--- config.mk ---
export PLATFORM = sky130hd
export DESIGN_NAME = lgc_regs
export DESIGN_NICKNAME = d
export VERILOG_FILES = /design/src/rtl/lgc_pkg.sv /design/src/rtl/lgc_link_if.sv /design/src/rtl/lgc_link_mon.sv /design/src/rtl/lgc_regs.sv
export SDC_FILE = /design/constraint.sdc
export NUM_CORES = 1
export LEC_CHECK = 0
export BUFFER_PORTS_ARGS = -buffer_cell sky130_fd_sc_hd__clkbuf_2
export CAP_MARGIN = 20
export CORE_ASPECT_RATIO = 1.5
export CORE_MARGIN = 2
export CORE_UTILIZATION = 55
export CTS_CLUSTER_DIAMETER = 30
export DETAILED_ROUTE_END_ITERATION = 12
export GPL_TIMING_DRIVEN = 0
export MAX_ROUTING_LAYER = met4
export PLACE_DENSITY = 0.86
export SLEW_MARGIN = 25
export SYNTH_ARGS = -nofsm -noshare
export SYNTH_HDL_FRONTEND = slang
export SYNTH_SLANG_ARGS = --single-unit
--- constraint.sdc ---
create_clock -name SYS_CLK -period 4.2 [get_ports SYS_CLK]
set_clock_uncertainty 0.1 [all_clocks]
set_input_delay 0.63 -clock SYS_CLK [delete_from_list [all_inputs] [get_ports SYS_CLK]]
set_output_delay 0.63 -clock SYS_CLK [all_outputs]
set_load 0.005 [all_outputs]
--- src/rtl/lgc_pkg.sv ---
// Package: constants and types of the link group control register bank
package lgc_pkg;
   // Register bus geometry
   localparam int ADDR_W = 18;
   localparam int DATA_W = 8;
   localparam int NUM_LINKS = 4;

   // Register offsets
   localparam logic [17:0] OFS_MEMBERSHIP = 18'h30a03;
   localparam logic [17:0] OFS_RESYNC = 18'h30a04;
   localparam logic [17:0] OFS_LINK_STATUS = 18'h30a10;

   // Values after reset
   localparam logic [7:0] RST_MEMBERSHIP = 8'h00;
   localparam logic [7:0] RST_RESYNC = 8'h00;

   // Writable bits; reserved bits store nothing and read as zero
   localparam logic [7:0] MASK_MEMBERSHIP = 8'hdb;
   localparam logic [7:0] MASK_RESYNC = 8'ha4;

   // Field positions in the membership register
   localparam int BIT_TX_SUPPRESS = 0;
   localparam int BIT_AUTO_BUNDLE = 1;
   localparam int BIT_REJOIN_A = 3;
   localparam int BIT_REMOVE_A = 4;
   localparam int BIT_REJOIN_B = 6;
   localparam int BIT_REMOVE_B = 7;

   // Field positions in the resync register
   localparam int BIT_REALIGN_B = 2;
   localparam int BIT_REALIGN_A = 5;
   localparam int BIT_REALIGN_QUAD = 7;

   // Link indices: block A lanes 0 and 1, then block B lanes 0 and 1
   localparam int LINK_A0 = 0;
   localparam int LINK_A1 = 1;
   localparam int LINK_B0 = 2;
   localparam int LINK_B1 = 3;

   // Run lengths for rejoin and removal
   localparam logic [1:0] SEQ_GOOD_RUN = 2'h3;
   localparam logic [1:0] SEQ_FAIL_RUN = 2'h3;

   // Link state of the receive monitor
   typedef enum logic {LS_DOWN, LS_UP} lgc_link_state_e;
endpackage

--- src/rtl/lgc_link_if.sv ---
// Interface: control and status between the bank and one link monitor
`timescale 1ns/100ps
interface lgc_link_if;
   logic rejoin_en;
   logic remove_en;
   logic seq_good;
   logic seq_excess;
   logic frame_edge;
   logic frame_lock;
   logic link_ok;
   logic seq_fail;

   // Monitor side
   modport mon (
      input rejoin_en, remove_en, seq_good, seq_excess, frame_edge,
      input frame_lock,
      output link_ok, seq_fail
   );

   // Register bank side
   modport ctl (
      output rejoin_en, remove_en, seq_good, seq_excess, frame_edge,
      output frame_lock,
      input link_ok, seq_fail
   );
endinterface

--- src/rtl/lgc_link_mon.sv ---
// Module: receive link good tracker for one link
`timescale 1ns/100ps
module lgc_link_mon (
   // Clock and reset
   input wire logic clk,
   input wire logic rstn,
   // Link control and status
   lgc_link_if.mon lnk
);
   lgc_pkg::lgc_link_state_e state;
   logic [1:0] good_cnt;
   logic [1:0] err_cnt;
   logic first_up;
   logic good_run;
   logic fail_run;

   // Three good in a row, or a third excessive error while up, counting the event of this cycle
   assign good_run = (good_cnt == lgc_pkg::SEQ_GOOD_RUN) ||
                     (lnk.seq_good && good_cnt == 2'h2);
   assign fail_run = lnk.seq_excess && (err_cnt == 2'h2);

   // Link state; rises only at a framing boundary, falls anywhere
   always_ff @(posedge clk) begin
      if (!rstn) begin
         state <= lgc_pkg::LS_DOWN;
         first_up <= 1'b1;
         lnk.link_ok <= 1'b0;
         lnk.seq_fail <= 1'b0;
      end else begin
         case (state)
            lgc_pkg::LS_DOWN: begin
               // First lock needs no rejoin; later ones need rejoin on
               if (lnk.frame_edge && lnk.frame_lock &&
                   (first_up || (lnk.rejoin_en && good_run))) begin
                  state <= lgc_pkg::LS_UP;
                  first_up <= 1'b0;
                  lnk.link_ok <= 1'b1;
                  lnk.seq_fail <= 1'b0;
               end
            end
            lgc_pkg::LS_UP: begin
               if (!lnk.frame_lock) begin
                  state <= lgc_pkg::LS_DOWN;
                  lnk.link_ok <= 1'b0;
               end else if (lnk.remove_en && fail_run) begin
                  state <= lgc_pkg::LS_DOWN;
                  lnk.link_ok <= 1'b0;
                  lnk.seq_fail <= 1'b1;
               end
            end
            default: begin
               state <= lgc_pkg::LS_DOWN;
               lnk.link_ok <= 1'b0;
            end
         endcase
      end
   end

   // Consecutive correct sequence numbers, cleared by any error
   always_ff @(posedge clk) begin
      if (!rstn || state == lgc_pkg::LS_UP || !lnk.frame_lock) begin
         good_cnt <= 2'h0;
      end else if (lnk.seq_excess) begin
         good_cnt <= 2'h0;
      end else if (lnk.seq_good && good_cnt != lgc_pkg::SEQ_GOOD_RUN) begin
         good_cnt <= good_cnt + 2'h1;
      end
   end

   // Excessive sequence errors seen while the link is up
   always_ff @(posedge clk) begin
      if (!rstn || state == lgc_pkg::LS_DOWN) begin
         err_cnt <= 2'h0;
      end else if (lnk.seq_excess && err_cnt != lgc_pkg::SEQ_FAIL_RUN) begin
         err_cnt <= err_cnt + 2'h1;
      end
   end
endmodule // lgc_link_mon

--- src/rtl/lgc_regs.sv ---
// Module: link group membership and multichannel resync control bank
`timescale 1ns/100ps
module lgc_regs (
   // Clock and reset
   input wire logic SYS_CLK,
   input wire logic RESETN,
   // Register port
   input wire logic [17:0] REG_ADDR,
   input wire logic [7:0] REG_WDATA,
   input wire logic REG_WR,
   input wire logic REG_RD,
   output logic [7:0] REG_RDATA,
   // Receive link events from the framers, one bit per link
   input wire logic [3:0] SEQ_GOOD,
   input wire logic [3:0] SEQ_EXCESS,
   input wire logic [3:0] FRAME_EDGE,
   input wire logic [3:0] FRAME_LOCK,
   // Receive cells toward the fabric
   input wire logic [3:0] RX_CELL_VALID,
   output logic [3:0] RX_READ_EN,
   output logic [3:0] FABRIC_CELL_VALID,
   // Transmit links
   input wire logic [3:0] TX_DATA_VALID,
   output logic [3:0] TX_SEND_EN,
   output logic [3:0] TX_LINK_VALID,
   // Multichannel alignment
   input wire logic [3:0] ALIGN_CFG,
   output logic [3:0] REALIGN,
   // Link status
   output logic [3:0] RECEIVE_LINK_OK
);
   // Software registers
   logic [7:0] membership;
   logic [7:0] resync;
   logic [7:0] resync_prev;

   // Decoded strobes
   logic wr_membership;
   logic wr_resync;

   // Control fields
   logic tx_suppress_on_seq_fail;
   logic auto_bundle;
   logic [3:0] rejoin_en;
   logic [3:0] remove_en;

   // Edge pulses of the realign commands
   logic block_a_pair_realign;
   logic block_b_pair_realign;
   logic quad_channel_realign;

   // Monitor outputs
   logic [3:0] link_ok;
   logic [3:0] seq_fail;

   // Delivery decision per link, before the output flops
   logic [3:0] next_read_en;
   logic [3:0] next_send_en;
   logic [3:0] next_realign;

   // Link group test used for both serdes blocks
   function automatic logic [1:0] group_enable(
      input logic [1:0] ok,
      input logic bundle
   );
      logic [1:0] en;
      en = 2'h0;
      if (bundle) begin
         en = ok;
      end else if (ok == 2'h3) begin
         en = 2'h3;
      end
      return en;
   endfunction

   // Address decode shared by writes
   assign wr_membership = REG_WR && (REG_ADDR == lgc_pkg::OFS_MEMBERSHIP);
   assign wr_resync = REG_WR && (REG_ADDR == lgc_pkg::OFS_RESYNC);

   // Field extraction
   assign tx_suppress_on_seq_fail = membership[lgc_pkg::BIT_TX_SUPPRESS];
   assign auto_bundle = membership[lgc_pkg::BIT_AUTO_BUNDLE];
   assign rejoin_en = {{2{membership[lgc_pkg::BIT_REJOIN_B]}},
                       {2{membership[lgc_pkg::BIT_REJOIN_A]}}};
   assign remove_en = {{2{membership[lgc_pkg::BIT_REMOVE_B]}},
                       {2{membership[lgc_pkg::BIT_REMOVE_A]}}};

   // Membership register; reserved bits are dropped on write
   always_ff @(posedge SYS_CLK) begin
      if (!RESETN) begin
         membership <= lgc_pkg::RST_MEMBERSHIP;
      end else if (wr_membership) begin
         membership <= REG_WDATA & lgc_pkg::MASK_MEMBERSHIP;
      end
   end

   // Resync register; commands act on edges, so the level is kept
   always_ff @(posedge SYS_CLK) begin
      if (!RESETN) begin
         resync <= lgc_pkg::RST_RESYNC;
      end else if (wr_resync) begin
         resync <= REG_WDATA & lgc_pkg::MASK_RESYNC;
      end
   end

   // Previous resync value for edge detection
   always_ff @(posedge SYS_CLK) begin
      if (!RESETN) begin
         resync_prev <= lgc_pkg::RST_RESYNC;
      end else begin
         resync_prev <= resync;
      end
   end

   // Rising edges only; rewriting a one gives nothing, hence zero first
   assign block_b_pair_realign = resync[lgc_pkg::BIT_REALIGN_B] &&
      !resync_prev[lgc_pkg::BIT_REALIGN_B];
   assign block_a_pair_realign = resync[lgc_pkg::BIT_REALIGN_A] &&
      !resync_prev[lgc_pkg::BIT_REALIGN_A];
   assign quad_channel_realign = resync[lgc_pkg::BIT_REALIGN_QUAD] &&
      !resync_prev[lgc_pkg::BIT_REALIGN_QUAD];

   // Read data stand one cycle after the strobe, zero otherwise
   always_ff @(posedge SYS_CLK) begin
      if (!RESETN) begin
         REG_RDATA <= 8'h00;
      end else if (REG_RD) begin
         case (REG_ADDR)
            lgc_pkg::OFS_MEMBERSHIP: begin
               REG_RDATA <= membership;
            end
            lgc_pkg::OFS_RESYNC: begin
               REG_RDATA <= resync;
            end
            lgc_pkg::OFS_LINK_STATUS: begin
               REG_RDATA <= {seq_fail, link_ok};
            end
            default: begin
               REG_RDATA <= 8'h00; // Unmapped reads answer zero
            end
         endcase
      end else begin
         REG_RDATA <= 8'h00;
      end
   end

   // One monitor per link, joined by an interface each
   genvar gi;
   generate
      for (gi = 0; gi < lgc_pkg::NUM_LINKS; gi++) begin : g_link
         lgc_link_if lnk_if ();

         // Drive the monitor from the bank and the framers
         assign lnk_if.rejoin_en = rejoin_en[gi];
         assign lnk_if.remove_en = remove_en[gi];
         assign lnk_if.seq_good = SEQ_GOOD[gi];
         assign lnk_if.seq_excess = SEQ_EXCESS[gi];
         assign lnk_if.frame_edge = FRAME_EDGE[gi];
         assign lnk_if.frame_lock = FRAME_LOCK[gi];
         assign link_ok[gi] = lnk_if.link_ok;
         assign seq_fail[gi] = lnk_if.seq_fail;

         lgc_link_mon u_mon (
            .clk(SYS_CLK),
            .rstn(RESETN),
            .lnk(lnk_if.mon)
         );
      end
   endgenerate

   // Group membership per serdes block; each block is one link group
   always_comb begin
      next_read_en = 4'h0;
      next_read_en[lgc_pkg::LINK_A1:lgc_pkg::LINK_A0] =
         group_enable(link_ok[lgc_pkg::LINK_A1:lgc_pkg::LINK_A0],
                      auto_bundle);
      next_read_en[lgc_pkg::LINK_B1:lgc_pkg::LINK_B0] =
         group_enable(link_ok[lgc_pkg::LINK_B1:lgc_pkg::LINK_B0],
                      auto_bundle);
   end

   // Transmit hold only for failures caused by sequence errors
   always_comb begin
      if (tx_suppress_on_seq_fail) begin
         next_send_en = ~seq_fail;
      end else begin
         next_send_en = 4'hf;
      end
   end

   // Realign requests reach only channels set up for alignment
   always_comb begin
      next_realign = 4'h0;
      if (quad_channel_realign) begin
         next_realign = 4'hf;
      end
      if (block_a_pair_realign) begin
         next_realign[lgc_pkg::LINK_A1:lgc_pkg::LINK_A0] = 2'h3;
      end
      if (block_b_pair_realign) begin
         next_realign[lgc_pkg::LINK_B1:lgc_pkg::LINK_B0] = 2'h3;
      end
      next_realign = next_realign & ALIGN_CFG;
   end

   // Receive side output flops
   always_ff @(posedge SYS_CLK) begin
      if (!RESETN) begin
         RX_READ_EN <= 4'h0;
         FABRIC_CELL_VALID <= 4'h0;
         RECEIVE_LINK_OK <= 4'h0;
      end else begin
         RX_READ_EN <= next_read_en;
         // Cells pass a cycle late; the enable is taken from this cycle
         FABRIC_CELL_VALID <= RX_CELL_VALID & next_read_en;
         RECEIVE_LINK_OK <= link_ok;
      end
   end

   // Transmit side output flops
   always_ff @(posedge SYS_CLK) begin
      if (!RESETN) begin
         TX_SEND_EN <= 4'h0;
         TX_LINK_VALID <= 4'h0;
      end else begin
         TX_SEND_EN <= next_send_en;
         TX_LINK_VALID <= TX_DATA_VALID & next_send_en;
      end
   end

   // Realign pulses, one cycle each
   always_ff @(posedge SYS_CLK) begin
      if (!RESETN) begin
         REALIGN <= 4'h0;
      end else begin
         REALIGN <= next_realign;
      end
   end
endmodule // lgc_regs

==> results of run 1 <==
## synth_stat cells (all sizes together) (3+ instances only)
cell type / number / area (um2)
a211oi: 8 / 60.1
a21boi: 6 / 45.0
a21o: 4 / 30.0
a21oi: 4 / 20.0
a22o: 7 / 61.3
a31oi: 3 / 18.8
and2: 15 / 93.8
clkbuf: 5 / 18.8
dfxtp: 76 / 1520
ha: 16 / 200
inv: 18 / 67.6
mux2i: 9 / 90.1
nand2: 40 / 150
nand3: 4 / 25.0
nand3b: 5 / 37.5
nor2: 32 / 120
nor2b: 17 / 106
nor3b: 3 / 22.5
nor4: 5 / 80.1
o21a: 12 / 90.1
o21ai: 7 / 35.0
xnor2: 8 / 70.1
## path summary, 6_finish.rpt
path	end	cells after the start
max	membership[7]	5
min	g_link[1].u_mon.first_up	2
max reg2reg	g_link[2].u_mon.state	6
min reg2reg	g_link[1].u_mon.first_up	2
## stage by stage
| stage | hold slack, ns | cell area, um2 | power [uW] | instances | utilization (%) |
|---|---|---|---|---|---|
| after CTS | 0.348 | 3770 | 1420 | 488 | 69.7 |
| after global routing | 0.373 | 3770 | 1460 | 488 | 69.7 |
| after global placement | 0.330 | 3570 | 863 | 472 | 66.0 |
| final | 0.343 | 3770 | 1410 | 488 | 69.7 |
| after floorplan | 0.322 | 3040 | 816 | 313 | - |
| after detailed placement | 0.337 | 3570 | 868 | 472 | 66.0 |
## logic make-up after synthesis
kind of cell             synth area share [%]
AO/OA/AOI/OAI                            12.2
adder cells (fa/ha/maj)                  6.59
flip-flops                               50.1
AND/OR/NAND/NOR                          23.0
buffers and inverters                    2.84
multiplexers                             2.97
XOR/XNOR                                 2.31
## registers in the layout, indices dropped and copies added, names as in the netlist, 6 cells and up
signal,cells
g_link.u_mon.err_cnt,8
REG_RDATA,8
membership,6
g_link.u_mon.good_cnt,8
## power groups by stage
stage	logic [uW]	clock network, uW	registers, uW
2_1_floorplan	52.0	0	764
3_3_place_gp	98.0	0	765
3_5_place_dp	102	0	766
4_1_cts	103	564	749
5_1_grt	115	594	752
6_report	102	554	750
## final cells by class
cell class,instances,area (um2)
Multi-Input combinational cell,214,1430
Clock inverter,5,61.3
Fill cell,428,1640
Buffer,5,18.8
Inverter,18,67.6
Timing Repair Buffer,89,445
Sequential cell,76,1520
Tap cell,70,87.6
Clock buffer,11,141
## worst max-delay path, stage by stage
cell	delay, ns
clkbuf_2	0.09
nor4_2	0.40
nand2b_2	0.20
nor4_4	0.52
mux2i_1	0.25
## per-layer routing
layer / share of wire, % / global-route usage, % / routed length, um / up-vias
met4: 2.3 / 11.0 / 146 / 0
met3: 6.7 / 6.67 / 434 / 15
met1: 38 / 23.0 / 2460 / 1155
met2: 53 / 41.1 / 3410 / 98
li1: - / - / - / 1251
met5: 0 / - / 0 / -
==> metrics.csv, run 1 <==
stage,metric,value,unit
status,status,"complete, no violations",
sta,fin_tns_setup,0,ns
detailed_routing,postRouteAntennaNets,0,
die,dieArea,6140,um2
die,start_util,56.1,%
detailed_routing,dr_total_vias,2519,
sta,max_freq,523,MHz
detailed_routing,wirelength,6450,um
clock_network,clk_latency,0.35,ns
setup_path,worstPathRequired,4.38,ns
clock_network,ctsHoldBuffers,0,
sta,finalSetupViolations,0,
logic_synthesis,syn-mean-instance-area,9.70,um2
global_routing,grt_usage,23.1,%
logic_synthesis,async_flop_share,0,%
setup_path,worstSetupStartpoint,REG_ADDR[3],
detailed_routing,first_iter_violations,131,
die,io_pins,90,
logic_synthesis,syn_inst,313,
power,peakVddDrop,0.000226,V
global_routing,grt_pass1_vias,2425,
power,power_frac_clock,39.4,%
clock_network,clk_root_buffer_cell,clkbuf_8,
setup_path,reg2reg_from,g_link[2].u_mon.good_cnt[0],
global_routing,grt_pass1_wl,10400,um
logic_synthesis,synthesis.nets,387,
die,rows,33,
clock_network,post_cts_buffers,0,
die,die_x,64.7,um
placed_design,port_buffers,89,
sta,worst_slack,2.29,ns
final_layout,antenna_cells,0,
detailed_routing,drc,0,
power,swShare,23.1,%
sta,tightest_slew,0.595,ns
clock_network,cts_resized,0,
clock_network,numCtsBuffers,9,
die,fp.dieH,95.0,um
setup_path,crit_type,input pin to flop,
hold_path,hp-class,flop to flop,
logic_synthesis,ys_warn_count,0,
logic_synthesis,yosysSeqAreaShare,50.1,%
logic_synthesis,ys.flop_type,dfxtp_1,
detailed_routing,drt-vias-per-instance,5.16,
sta,min_period,1.91,ns
logic_synthesis,synth_seq_cells,76,
logic_synthesis,synth-edff-count,0,
final_layout,drive_gt1_share,26.8,%
final_layout,syn_to_final_growth,24.2,%
power,power.switching,325,uW
clock_network,cts.sink_count,76,
setup_path,critPathLaunchType,input pin,
clock_network,htreeDepth,3,
power,p_leak,0.00180,uW
sta,drv_slew,0,
final_layout,nNetsFinal,487,
hold_path,hold_start,g_link[1].u_mon.first_up,
final_layout,final_cell_mix,"clkbuf_2 (89), dfxtp_1 (76), nand2_1 (40)",
job,max-cap-violations,0,
power,pwr-share-seq,53.3,%
placed_design,dp_hpwl,4970,um
power,intPower,1080,uW
detailed_routing,avgRoutedWirePerCell,13.2,um
clock_network,cts_tree,done,
logic_synthesis,synth_area,3040,um2
die,core_region_area,5410,um2
global_routing,grt_max_degree,14,
logic_synthesis,synth_cell_type_count,31,
setup_path,critPathMaxFanout,6,
final_layout,mostFrequentLayoutCell,clkbuf_2,
detailed_routing,firstDrtPassIters,4,
clock_network,clkTransAtPathRegs,0.08,ns
sta,slew_headroom,60.0,%
power,combPwrFrac,7.3,%
placed_design,gp_congestion,0.841,
sta,post-route-period-util,45.5,%
clock_network,cts_buffer_depth,2,
setup_path,arrival,2.09,ns
global_routing,antenna_found_initial,0,
power,p_per_area,373,nW/um2
placed_design,post-place-ws,1.95,ns
setup_path,ff2ff_setup_slack,2.79,ns
sta,rsz0062_at_grt,no,
global_routing,grt_overflow_total,0,
setup_path,endpoint_kind,flop,
sta,finalHoldViolCount,0,
Note: power is estimated with default switching activity, not from simulation.
==> inputs of run 2 (changes only) <==
CORE_UTILIZATION = 51   (was 55)
PLACE_DENSITY = 0.81   (was 0.86)
clock period = 1.8 ns   (was 4.2 ns; I/O delays follow)
==> run 2 against run 1 <==
Against the previous run:
- sequential share of layout area grew 0.067 points
- clock-buffer cell count unchanged
- largest power group unchanged
- critical path depth is the same
- die area is 7.4% higher
- hold slack got worse by 0.33 ns
- largest cell class unchanged
- sequential power rose by 130%
==> metrics.csv, run 2 (synthesis results as in run 1) <==
stage,metric,value,unit
clock_network,cts_resized,0,
setup_path,endpoint_kind,flop,
job,max-cap-violations,0,
sta,rsz0062_at_grt,no,
final_layout,antenna_cells,0,
global_routing,grt_usage,21.6,%
power,total_power,3240,uW
detailed_routing,dr_total_vias,2477,
setup_path,crit_chain,clkbuf_2 > nor4_2 > nand2b_2 > nor4_4 > mux2i_1,
detailed_routing,drt-vias-per-instance,5.06,
setup_path,critical_path.max_stage_delay,0.51,ns
clock_network,numCtsBuffers,9,
die,core_region_area,5790,um2
final_layout,syn_to_final_growth,24.0,%
die,fp.dieH,98.5,um
sta,slew_headroom,60.6,%
setup_path,critPathLaunchType,input pin,
final_layout,nNetsFinal,487,
clock_network,htreeDepth,3,
die,dieArea,6600,um2
power,p_per_area,861,nW/um2
die,die_x,67.0,um
sta,worst_slack,0.251,ns
detailed_routing,firstDrtPassIters,4,
die,rows,34,
clock_network,cts_buffer_depth,2,
clock_network,cts.sink_count,76,
final_layout,fin_util,65.1,%
sta,finalHoldViolCount,0,
power,p_leak,0.00179,uW
final_layout,drive_gt1_share,26.6,%
sta,max_freq,645,MHz
placed_design,dp_cells,474,
setup_path,critPathMaxFanout,6,
clock_network,ctsHoldBuffers,0,
setup_path,reg2reg_from,g_link[0].u_mon.good_cnt[0],
detailed_routing,avgRoutedWirePerCell,13.1,um
hold_path,min_path_cells,2,
placed_design,post-place-ws,-0.0683,ns
power,peakVddDrop,0.000456,V
final_layout,final_cell_mix,"clkbuf_2 (89), dfxtp_1 (76), nand2_1 (40)",
setup_path,crit_type,input pin to flop,
sta,fin_tns_setup,0,ns
placed_design,port_buffers,89,
placed_design,gp_congestion,0.800,
setup_path,arrival,1.72,ns
setup_path,worstPathRequired,1.97,ns
die,io_pins,90,
global_routing,grt_pass1_wl,10500,um
final_layout,post_layout_nonfiller_instances,490,
global_routing,antenna_found_initial,0,
die,start_util,52.5,%
placed_design,dp_hpwl,4970,um
detailed_routing,postRouteAntennaNets,0,
sta,drv_slew,0,
setup_path,crit_slowest_cell,nor4_4,
sta,finalSetupViolations,0,
hold_path,hp-class,input pin to flop,
hold_path,hold_start,TX_DATA_VALID[0],
clock_network,post_cts_buffers,0,
global_routing,grt_pass1_vias,2434,
detailed_routing,first_iter_violations,73,
setup_path,reg2reg_depth,6,
status,status,"complete, no violations",
clock_network,clk_root_buffer_cell,clkbuf_8,
final_layout,mostFrequentLayoutCell,clkbuf_2,
sta,post-route-period-util,86.1,%
clock_network,cts_tree,done,
setup_path,worstSetupStartpoint,REG_ADDR[3],
detailed_routing,drc,0,
sta,tightest_slew,0.587,ns
global_routing,grt_overflow_total,0,
clock_network,clkTransAtPathRegs,0.08,ns
clock_network,clk_latency,0.35,ns
global_routing,grt_max_degree,14,
final_layout,top_regs,"REG_RDATA (8), g_link.u_mon.err_cnt (8), g_link.u_mon.good_cnt (8)",
sta,min_period,1.55,ns
detailed_routing,wirelength,6400,um
[run 2: report_power, final]
group / switching (uW) / internal [uW] / leakage, uW / total (uW)
sequential: 28.2 / 1720 / 0.000618 / 1750
combinational: 119 / 118 / 0.00108 / 237
clock: 611 / 645 / 0.0000897 / 1260
[run 2: critical path: cells and delay by family]
kind	cells	cell delay (ns)
buffers and inverters	1	0.09
AND/OR/NAND/NOR	3	1.08
multiplexers	1	0.28
[run 2: area by class of cell]
cell class / instances / area, um2
plain buffers: 5 / 18.8
clock buffers: 11 / 131
clock inverters: 5 / 62.6
fillers: 490 / 2020
inverters: 18 / 67.6
multi-input cells: 214 / 1430
flip-flops and latches: 76 / 1520
well taps: 72 / 90.1
repair buffers: 89 / 445
[run 2: layer usage]
metal  vias up  track usage [%]  part of all wire (%)  routed length, um
met5         -                -                     0                  0
li1       1251                -                     -                  -
met2        81             38.5                    53               3360
met1      1135             22.1                    39               2520
met4         0             8.16                   1.7                110
met3        10             5.37                   6.3                403
[run 2: worst paths after layout]
kind / slack [ns] / endpoint
setup / recovery: 0.25 / membership[4]
hold / removal: 0.009 / TX_LINK_VALID[0]
setup reg to reg: 0.39 / g_link[0].u_mon.state
hold reg to reg: 0.34 / g_link[1].u_mon.first_up
[run 2: per-stage QoR]
stage                     instance area, um2  hold WS, ns
after floorplan                         3040        0.282
after global placement                  3570        0.329
after detailed placement                3570        0.334
after CTS                               3770      0.00461
after global routing                    3770      0.00376
final                                   3770      0.00869
